$ cat src/pocs_pkg.sv
// Purpose: Shared constants and carrier types for the power-on configuration sequencer.
// Assumes: A 10 MHz clock. Supply levels arrive as digital comparator indications.
// Notes:   The comparators themselves sit outside this logic.
package pocs_pkg;

    ////////////////////////////////////////////////////////////////////////////////
    // Clock and time base.
    localparam int CLK_PERIOD_NS = 100;
    localparam int T_CONFIG_US   = 450;
    localparam int T_LATE_IO_NS  = 2000;
    // A longest time rounds down to whole cycles.
    localparam int CFG_CYC       = (T_CONFIG_US * 1000) / CLK_PERIOD_NS;
    // A least time rounds up to whole cycles.
    localparam int LATE_CYC      = (T_LATE_IO_NS + CLK_PERIOD_NS - 1) / CLK_PERIOD_NS;
    localparam int CFG_CNT_W     = 16;
    localparam int LATE_CNT_W    = 8;

    ////////////////////////////////////////////////////////////////////////////////
    // Comparator trip points in millivolts, for the analog designer's reference.
    localparam int CORE_START_MV    = 1700;
    localparam int CORE_START_LV_MV = 1550;
    localparam int CORE_BROWNOUT_MV = 1400;
    localparam int IO_BANKS         = 4;

    ////////////////////////////////////////////////////////////////////////////////
    // Values after reset.
    localparam logic RST_IO_TRISTATE = 1'b1;
    localparam logic RST_IO_PULLUP   = 1'b1;
    localparam logic RST_REG_CLEAR   = 1'b1;
    localparam logic RST_ISOLATE     = 1'b1;
    localparam logic RST_SRAM_RESET  = 1'b1;
    localparam logic RST_DL_RUN      = 1'b0;
    localparam logic RST_USER_MODE   = 1'b0;

    ////////////////////////////////////////////////////////////////////////////////
    // Types.
    typedef enum logic [2:0] {
        PS_OFF,
        PS_LOAD,
        PS_WAIT_IO,
        PS_LATE,
        PS_CLEAR,
        PS_RELEASE,
        PS_USER
    } pocs_state_e;

    typedef struct packed {
        logic core_above_start;
        logic core_above_brownout;
    } pocs_core_s;

    typedef struct packed {
        logic io_tristate;
        logic io_pullup_en;
        logic reg_clear;
        logic supply_low_isolate;
    } pocs_pin_ctrl_s;

    typedef struct packed {
        logic sram_reset;
        logic dl_run;
        logic user_mode;
    } pocs_cfg_ctrl_s;

endpackage

$ cat src/pocs_sequencer.sv
// Purpose: Power-on reset and configuration sequencer for a flash-based logic device.
// Assumes: Supply indications and global pins are synchronous to clock_i.
// Notes:   The flash-to-SRAM copier reports completion on dl_done_i.
`timescale 1ns/1ps
module pocs_sequencer #(
    parameter int                     IO_BANKS = pocs_pkg::IO_BANKS,
    parameter logic [pocs_pkg::CFG_CNT_W-1:0] CFG_CYC =
        pocs_pkg::CFG_CNT_W'(pocs_pkg::CFG_CYC)
) (
    // Clock and reset.
    input  wire logic                     clock_i,
    input  wire logic                     rst_b_i,
    // Supply indications.
    input  wire pocs_pkg::pocs_core_s     core_supply_i,
    input  wire logic [IO_BANKS-1:0]      io_bank_supply_good_i,
    // Configuration copier.
    input  wire logic                     dl_done_i,
    // Optional global pins and their enables.
    input  wire logic                     gclr_enable_i,
    input  wire logic                     global_register_clear_pin_b_i,
    input  wire logic                     goe_enable_i,
    input  wire logic                     global_output_enable_pin_i,
    // Controls to the device.
    output pocs_pkg::pocs_pin_ctrl_s      pin_ctrl_o,
    output pocs_pkg::pocs_cfg_ctrl_s      cfg_ctrl_o
);

    localparam logic [pocs_pkg::LATE_CNT_W-1:0] LATE_LAST =
        pocs_pkg::LATE_CNT_W'(pocs_pkg::LATE_CYC - 1);

    pocs_pkg::pocs_state_e                st_q;
    logic [pocs_pkg::CFG_CNT_W-1:0]       cfg_cnt_q;
    logic                                 cfg_expired_q;
    logic [pocs_pkg::LATE_CNT_W-1:0]      late_cnt_q;
    pocs_pkg::pocs_pin_ctrl_s             pin_q;
    pocs_pkg::pocs_cfg_ctrl_s             cfg_q;
    logic                                 io_all_good;
    logic                                 gclr_hold;
    logic                                 goe_hold;

    // A bank that never powers keeps the device out of user mode for good.
    assign io_all_good = &io_bank_supply_good_i;
    // The global pins act only when their option is enabled.
    assign gclr_hold   = gclr_enable_i & ~global_register_clear_pin_b_i;
    assign goe_hold    = goe_enable_i & ~global_output_enable_pin_i;
    assign pin_ctrl_o  = pin_q;
    assign cfg_ctrl_o  = cfg_q;

    ////////////////////////////////////////////////////////////////////////////////
    // Sequencing state.
    always_ff @(posedge clock_i or negedge rst_b_i) begin
        if (!rst_b_i) begin
            st_q <= pocs_pkg::PS_OFF;
        end else begin
            case (st_q)
                pocs_pkg::PS_OFF: begin
                    if (core_supply_i.core_above_start) begin
                        st_q <= pocs_pkg::PS_LOAD;
                    end
                end
                pocs_pkg::PS_LOAD: begin
                    if (!core_supply_i.core_above_brownout) begin
                        st_q <= pocs_pkg::PS_OFF;
                    end else if (dl_done_i) begin
                        st_q <= pocs_pkg::PS_WAIT_IO;
                    end
                end
                pocs_pkg::PS_WAIT_IO: begin
                    if (!core_supply_i.core_above_brownout) begin
                        st_q <= pocs_pkg::PS_OFF;
                    end else if (io_all_good && !cfg_expired_q) begin
                        st_q <= pocs_pkg::PS_CLEAR;
                    end else if (io_all_good) begin
                        st_q <= pocs_pkg::PS_LATE;
                    end
                end
                pocs_pkg::PS_LATE: begin
                    if (!core_supply_i.core_above_brownout) begin
                        st_q <= pocs_pkg::PS_OFF;
                    end else if (!io_all_good) begin
                        st_q <= pocs_pkg::PS_WAIT_IO;
                    end else if (late_cnt_q == LATE_LAST) begin
                        st_q <= pocs_pkg::PS_CLEAR;
                    end
                end
                // The two clear steps ignore a brown-out; USER catches it a cycle or
                // two later, which keeps the clear-before-release order intact.
                // clear then release
                pocs_pkg::PS_CLEAR: begin
                    st_q <= pocs_pkg::PS_RELEASE;
                end
                pocs_pkg::PS_RELEASE: begin
                    st_q <= pocs_pkg::PS_USER;
                end
                pocs_pkg::PS_USER: begin
                    if (!core_supply_i.core_above_brownout) begin
                        st_q <= pocs_pkg::PS_OFF;
                    end
                end
                default: begin
                    st_q <= pocs_pkg::PS_OFF;
                end
            endcase
        end
    end

    ////////////////////////////////////////////////////////////////////////////////
    // Configuration-time and late-bank counters.
    // The timer stops once expired, so it cannot wrap and re-arm the early path.
    // counted time base
    always_ff @(posedge clock_i or negedge rst_b_i) begin
        if (!rst_b_i) begin
            cfg_cnt_q     <= '0;
            cfg_expired_q <= 1'b0;
        end else if (st_q == pocs_pkg::PS_OFF) begin
            cfg_cnt_q     <= '0;
            cfg_expired_q <= 1'b0;
        end else if (!cfg_expired_q) begin
            cfg_cnt_q     <= cfg_cnt_q + 1'b1;
            cfg_expired_q <= (cfg_cnt_q == CFG_CYC - 1'b1);
        end
    end

    // The count restarts whenever a bank drops, since LATE is then left.
    // two microsecond delay
    always_ff @(posedge clock_i or negedge rst_b_i) begin
        if (!rst_b_i) begin
            late_cnt_q <= '0;
        end else if (st_q == pocs_pkg::PS_LATE) begin
            late_cnt_q <= late_cnt_q + 1'b1;
        end else begin
            late_cnt_q <= '0;
        end
    end

    ////////////////////////////////////////////////////////////////////////////////
    // Pin and configuration controls, all registered.
    always_ff @(posedge clock_i or negedge rst_b_i) begin
        if (!rst_b_i) begin
            pin_q.io_tristate  <= pocs_pkg::RST_IO_TRISTATE;
            pin_q.io_pullup_en <= pocs_pkg::RST_IO_PULLUP;
            pin_q.reg_clear    <= pocs_pkg::RST_REG_CLEAR;
            pin_q.supply_low_isolate <= pocs_pkg::RST_ISOLATE;
        end else begin
            pin_q.io_tristate  <= (st_q != pocs_pkg::PS_USER) || goe_hold;
            pin_q.io_pullup_en <= (st_q != pocs_pkg::PS_USER);
            pin_q.reg_clear    <= (st_q != pocs_pkg::PS_RELEASE &&
                                   st_q != pocs_pkg::PS_USER) || gclr_hold;
            // Isolation follows the supplies alone, not the sequencing state, so
            // it cuts the buffers even before a download has started.
            // isolate on low supply
            pin_q.supply_low_isolate <= !core_supply_i.core_above_brownout || !io_all_good;
        end
    end

    // The SRAM is held in reset whenever the sequencer is off, so a brown-out
    // always leaves a clean array for the next download.
    always_ff @(posedge clock_i or negedge rst_b_i) begin
        if (!rst_b_i) begin
            cfg_q.sram_reset <= pocs_pkg::RST_SRAM_RESET;
            cfg_q.dl_run     <= pocs_pkg::RST_DL_RUN;
            cfg_q.user_mode  <= pocs_pkg::RST_USER_MODE;
        end else begin
            cfg_q.sram_reset <= (st_q == pocs_pkg::PS_OFF);
            cfg_q.dl_run     <= (st_q == pocs_pkg::PS_LOAD);
            cfg_q.user_mode  <= (st_q == pocs_pkg::PS_USER);
        end
    end
endmodule

$ cat config.mk
export PLATFORM = sky130hd
export DESIGN_NAME = pocs_sequencer
export DESIGN_NICKNAME = d
export VERILOG_FILES = /design/src/pocs_pkg.sv /design/src/pocs_sequencer.sv
export SDC_FILE = /design/constraint.sdc
export NUM_CORES = 1
export LEC_CHECK = 0
export BUFFER_PORTS_ARGS = -buffer_cell sky130_fd_sc_hd__buf_2
export CORE_ASPECT_RATIO = 1.5
export CORE_MARGIN = 2
export CORE_UTILIZATION = 47
export CTS_BUF_LIST = sky130_fd_sc_hd__clkbuf_8
export DETAILED_ROUTE_END_ITERATION = 7
export GPL_TIMING_DRIVEN = 0
export PLACE_DENSITY = 0.65
export SYNTH_ARGS = -nofsm -noshare
export SYNTH_HDL_FRONTEND = slang
export SYNTH_SLANG_ARGS = --single-unit
$ cat constraint.sdc
create_clock -name clock_i -period 1.8 [get_ports clock_i]
set_clock_uncertainty 0.05 [all_clocks]
set_input_delay 0.27 -clock clock_i [delete_from_list [all_inputs] [get_ports clock_i]]
set_output_delay 0.27 -clock clock_i [all_outputs]
set_load 0.02 [all_outputs]
==> impl_metrics.json, run 1 <==
{
  "intPower_mw": 1.51,
  "num_vias": 1314,
  "crit_type": "register to register",
  "postCtsHoldBufs": 0,
  "p_sw_mw": 0.659,
  "ant_nets": 0,
  "cp_top_family": "simple AND/OR/NAND/NOR gates",
  "post-route-min-period_ps": 1880,
  "cts_made_buffers": 5,
  "critPathCaptureType": "register",
  "cp_slowest_stage_delay_ps": 460,
  "initial_core_util": 0.490,
  "fin_nets": 213,
  "viasPerCell": 5.45,
  "yosysTopAreaCellShare": 0.453,
  "synth_cells": 165,
  "power_density_nw_per_um2": 1060,
  "avgSynthCellArea_um2": 10.0,
  "synthTopCellsByArea": "dfrtp_1 45%, dfstp_2 7.9%, nor2_1 6.3%",
  "ios": 20,
  "clock-root-buffer": "clkbuf_8",
  "cts.sinks": 35,
  "synth_edf_count": 0,
  "die_x_um": 52.5,
  "cp.buffers_inverters": 0,
  "place_ws_ps": -309,
  "r2r_slack_ps": -80,
  "met1_length_mm": 1.30,
  "synth_top_family_by_area": "simple AND/OR/NAND/NOR gates",
  "hp-class": "primary input to asynchronous set/reset pin",
  "die_h_um": 76.7,
  "tightest_slew_ps": 739,
  "path_cells": "ha_4 > or4b_4 > nor4b_4 > o31ai_2 > a311o_1",
  "syn2layout_area_growth_pct": 22.7,
  "setup_ws_ps": -78.1,
  "peakVddDrop_v": 0.000700,
  "final_core_util": 0.601,
  "grt_pass1_wl_mm": 5.53,
  "leakage_nw": 0.860,
  "synth-main-ff-cell": "dfrtp_1",
  "port_buffers": 19,
  "clock_latency_ps": 290,
  "wl_met3_um": 102,
  "dp.final_hpwl_mm": 2.26,
  "slowest_stage": "or4b_4",
  "outcome": "finished, violations left",
  "wl_met2_mm": 1.85,
  "synthSimpleGateAreaFrac": 0.254,
  "row_count": 26,
  "drv_cap": 0,
  "synth_xor_area_frac": 0.106,
  "grt_pass1_vias": 1270,
  "synth_warnings": 0,
  "yosysTopAreaCell": "dfrtp_1",
  "htree_num_levels": 2,
  "slew-limit-headroom": 0.507,
  "max_freq_mhz": 532,
  "drc": 0,
  "ys_types": 34,
  "wl_per_cell_um": 13.8,
  "first_pass_iters": 4,
  "drive_above_1_share": 0.256,
  "tritoncts": "built",
  "core_area_um2": 3380,
  "clkTransAtPathRegs_ps": 70,
  "whs_ps": -6.07,
  "top_layer": "met4",
  "grt_util_all_layers": 0.186,
  "critPathMaxFanout": 2,
  "rsz0062_at_grt": "true",
  "finalHoldViolCount": 18,
  "async_reset_ff_frac": 1.00,
  "critPathArrivalTime_ps": 2000,
  "routed_wl_mm": 3.33,
  "synth_fa_ha_area_frac": 0.0151,
  "final_max_slew_viol_count": 0,
  "n_antenna_cell": 0,
  "p_clk_frac": 0.334,
  "switching_share": 0.304,
  "synthMuxAreaShare": 0.00604,
  "cp.required_ps": 1920,
  "synth_compound_gate_area_share": 0.0596,
  "fin_crit_sh": 1.04,
  "violations": "negative hold slack, negative setup slack",
  "antenna_found_initial": 0,
  "synth-seq-cells": 35,
  "overflow": 0,
  "synth_area_um2": 1660,
  "grt_start_max_net_pins": 36,
  "synthesis.nets": 180,
  "n_fill_cell": 313,
  "drtIter0Drc": 30,
  "place_congestion": 0.814,
  "die_area_um2": 4030,
  "seq_power_share": 0.423,
  "cts_buffer_depth": 2,
  "p_comb_frac": 0.243,
  "finalSetupViolations": 1,
  "start_kind": "register",
  "yosysSeqAreaShare": 0.532
}
## sequential cells by signal, summed over array words and instances (netlist names)
name           flops
cfg_cnt_q         16
cfg_ctrl_o         3
cfg_expired_q      1
late_cnt_q         8
pin_ctrl_o         4
st_q               3
## logic make-up (layout without fill, tap and decap cells)
kind of cell               after synthesis  in the layout
AOI/OAI and AO/OA                       16             16
xor gates and xnor gates                20             20
adders and majority gates                2              2
buffers and inverters                   12             46
DFF                                     35             35
muxes                                    1              1
and+or+nand+nor                         79             79
## worst reg2reg max path: stages (launching register included)
cell,delay (ps)
dfrtp_1,400
ha_4,150
or4b_4,460
nor4b_4,270
o31ai_2,110
a311o_1,330
## worst paths after layout
path / start / to / cells past startpoint
max: late_cnt_q[0] / st_q[1] / 5
max in group asynchronous: rst_b_i / cfg_cnt_q[12] / 1
min in group clock_i: global_output_enable_pin_i / pin_ctrl_o[3] / 2
min reg2reg: late_cnt_q[7] / late_cnt_q[7] / 2
min: rst_b_i / cfg_cnt_q[9] / 1
max reg2reg: late_cnt_q[0] / st_q[1] / 5
## layout by cell type (no fill, tap or decap), types with 4 or more instances in the layout
cell type	n
o21ai_0	5
dfrtp_1	30
nor4_2	4
clkbuf_1	4
xor2_1	10
nand2_1	8
nand3_1	8
a21oi_1	4
inv_1	7
nand4_1	5
nor2_1	28
dfstp_2	5
nor3_1	6
buf_2	19
clkbuf_8	6
xnor2_1	10
buf_4	7
## area by class of cell
type                       instances  area, um2  area share
sequential                        35        882       0.434
multi-input combinational        118        788       0.387
timing repair buffer              26        148      0.0726
clock buffer                       6       82.6      0.0406
tap                               42       52.6      0.0258
clock inverter                     2       35.0      0.0172
inverter                           7       26.3      0.0129
buffer                             5       20.0     0.00984
## Yosys cell counts, types with 2 or more instances
cell      count
inv_1         7
nand4_1       5
dfstp_2       5
o31ai_1       2
ha_1          2
nand2b_1      3
o21ai_0       5
clkbuf_1      5
nand3_1       8
nor3_1        7
or3_1         2
nand3b_1      2
xor2_1       10
nor2_1       28
xnor2_1      10
nor4_1        5
and3_1        3
dfrtp_1      30
nand2_1       8
a21oi_1       4
## routing by layer
layer | track usage | vias to the layer above
met3 | 0.0525 | 5
met2 | 0.321 | 27
met4 | 0.0897 | 0
li1 | - | 636
met5 | 0 | -
met1 | 0.198 | 646
## stage by stage
| stage | instances | hold slack [ps] | power [mW] | cell area [um2] | TNS [ps] |
|---|---|---|---|---|---|
| 2_1_floorplan | 165 | -75.6 | 1.25 | 1660 | -95.9 |
| 3_3_place_gp | 226 | 318 | 1.37 | 1810 | -2790 |
| 3_5_place_dp | 226 | 338 | 1.38 | 1810 | -3130 |
| 4_1_cts | 240 | 25.2 | 2.17 | 2000 | -174 |
| 5_1_grt | 241 | 59.4 | 2.29 | 2030 | -193 |
| 6_report | 241 | -6.07 | 2.16 | 2030 | -78.1 |
## power by group through the flow
| stage | Clock (mW) | Combinational [mW] | Sequential, mW |
|---|---|---|---|
| 6_report | 0.724 | 0.526 | 0.915 |
| 5_1_grt | 0.777 | 0.592 | 0.924 |
| 4_1_cts | 0.744 | 0.514 | 0.915 |
| 3_5_place_dp | 0 | 0.452 | 0.930 |
| 3_3_place_gp | 0 | 0.441 | 0.928 |
| 2_1_floorplan | 0 | 0.295 | 0.953 |
## timing repair
item / CTS / global route
endpoints found under the setup margin: 14 / 13
buffers inserted: 6 / 1
gates resized for setup: 4 / 7
pin swaps: 5 / 3
No activity file was read; power rests on OpenSTA's default activity.
==> inputs of run 2 (changes only) <==
PLACE_DENSITY = 0.69   (was 0.65)
==> impl_metrics.json, run 2 (synthesized netlist as in run 1, its figures left out) <==
{
  "row_count": 26,
  "tritoncts": "built",
  "finalHoldViolCount": 0,
  "dp.final_hpwl_mm": 2.28,
  "post-route-min-period_ps": 1920,
  "final_max_slew_viol_count": 0,
  "drtIter0Drc": 18,
  "path_cells": "ha_2 > or4b_4 > nor4b_4 > o31ai_2 > a311o_1",
  "leakage_nw": 0.876,
  "p_comb_frac": 0.250,
  "cts_buffer_depth": 2,
  "antenna_found_initial": 0,
  "r2r_cells": 5,
  "grt_util_all_layers": 0.186,
  "die_h_um": 76.7,
  "n_antenna_cell": 0,
  "finalSetupViolations": 2,
  "cp_slowest_stage_delay_ps": 480,
  "ios": 20,
  "p_clk_frac": 0.332,
  "die_x_um": 52.5,
  "whs_ps": 1.08,
  "max_freq_mhz": 521,
  "tightest_slew_ps": 759,
  "power_density_nw_per_um2": 1070,
  "core_area_um2": 3380,
  "timing.setup.tns_ps": -177,
  "drc": 0,
  "postCtsHoldBufs": 0,
  "hp-class": "primary input to asynchronous set/reset pin",
  "critPathArrivalTime_ps": 2040,
  "initial_core_util": 0.490,
  "routed_wl_mm": 3.28,
  "switching_share": 0.303,
  "start_kind": "register",
  "grt_pass1_wl_mm": 5.66,
  "clock_latency_ps": 290,
  "cp.required_ps": 1930,
  "fin_crit_sh": 1.07,
  "wl_per_cell_um": 13.4,
  "first_pass_iters": 4,
  "intPower_mw": 1.52,
  "slowest_stage": "or4b_4",
  "clkTransAtPathRegs_ps": 70,
  "seq_power_share": 0.418,
  "drive_above_1_share": 0.257,
  "num_vias": 1326,
  "overflow": 0,
  "violations": "negative setup slack",
  "viasPerCell": 5.43,
  "syn2layout_area_growth_pct": 22.7,
  "rsz0062_at_grt": "true",
  "grt_pass1_vias": 1383,
  "place_congestion": 0.813,
  "layout_common_cells": "30 x dfrtp_1, 28 x nor2_1, 19 x buf_2",
  "regMostFlops": "cfg_cnt_q",
  "clock-root-buffer": "clkbuf_8",
  "r2r_slack_ps": -120,
  "critPathCaptureType": "register",
  "p_sw_mw": 0.659,
  "regToRegStartpoint": "late_cnt_q[1]",
  "fin_nets": 216,
  "ant_nets": 0,
  "port_buffers": 19,
  "grt_start_max_net_pins": 36,
  "cts.sinks": 35,
  "setup_ws_ps": -119,
  "outcome": "finished, violations left",
  "crit_type": "register to register",
  "critPathMaxFanout": 2,
  "final_common_cell": "dfrtp_1",
  "die_area_um2": 4030,
  "slew-limit-headroom": 0.494,
  "peakVddDrop_v": 0.000668,
  "cts_made_buffers": 5,
  "largest_reg_flops": 16,
  "htree_num_levels": 2,
  "drv_cap": 0,
  "r2r_end": "st_q[1]"
}
run 2: cell count changes in the layout (fill, tap and decap cells not counted), sizes merged:
cell,before,now
buf,26,29
run 2: area by class of cell:
| class | count | area [um2] |
|---|---|---|
| plain buffers | 5 | 20.0 |
| fillers | 303 | 1350 |
| repair buffers | 29 | 170 |
| flip-flops and latches | 35 | 882 |
| clock buffers | 6 | 82.6 |
| well taps | 42 | 52.6 |
| multi-input cells | 118 | 766 |
| clock inverters | 2 | 35.0 |
| inverters | 7 | 26.3 |
run 2: timing repair:
item | in CTS | in global routing
setup endpoints to repair | 14 | 13
pin swaps | 5 | 4
resized for setup | 4 | 4
buffers inserted | 6 | 4
run 2: metrics by stage:
| step | instances | setup WS [ps] | utilization | power (mW) | instance area, um2 |
|---|---|---|---|---|---|
| floorplan | 165 | -95.9 | - | 1.25 | 1660 |
| global placement | 226 | -237 | 0.534 | 1.37 | 1810 |
| detailed placement | 226 | -322 | 0.534 | 1.39 | 1810 |
| CTS | 240 | -180 | 0.589 | 2.18 | 1990 |
| global route | 244 | -170 | 0.601 | 2.32 | 2030 |
| finish | 244 | -119 | 0.601 | 2.18 | 2030 |
run 2: power by group through the flow:
stage / logic (mW) / clock network (mW) / registers [mW]
2_1_floorplan: 0.295 / 0 / 0.953
3_3_place_gp: 0.440 / 0 / 0.927
3_5_place_dp: 0.459 / 0 / 0.928
4_1_cts: 0.528 / 0.745 / 0.911
5_1_grt: 0.619 / 0.783 / 0.921
6_report: 0.544 / 0.722 / 0.910
run 2: per-layer routing:
layer,global-route usage,vias up,share of wire
met5,0,-,0
met4,0.115,0,0.035
met3,0.0486,15,0.039
met2,0.325,34,0.53
met1,0.185,636,0.39
li1,-,641,-
run 2: worst max-delay path: cells and delay by family (launching register included):
kind | cells | cell delay, ps
fa+ha+maj | 1 | 180
compound gates | 2 | 430
simple gates | 2 | 790
flops | 1 | 360
run 2: worst max path at each step:
stage | start | end | slack [ps] | cells after the start
floorplan | late_cnt_q[0] | st_q[1] | -100 | 5
global placement | late_cnt_q[0] | st_q[1] | -240 | 5
detailed placement | st_q[1] | cfg_cnt_q[14] | -320 | 4
CTS | late_cnt_q[0] | st_q[1] | -180 | 5
global route | late_cnt_q[0] | st_q[1] | -170 | 5
finish | late_cnt_q[1] | st_q[1] | -120 | 5
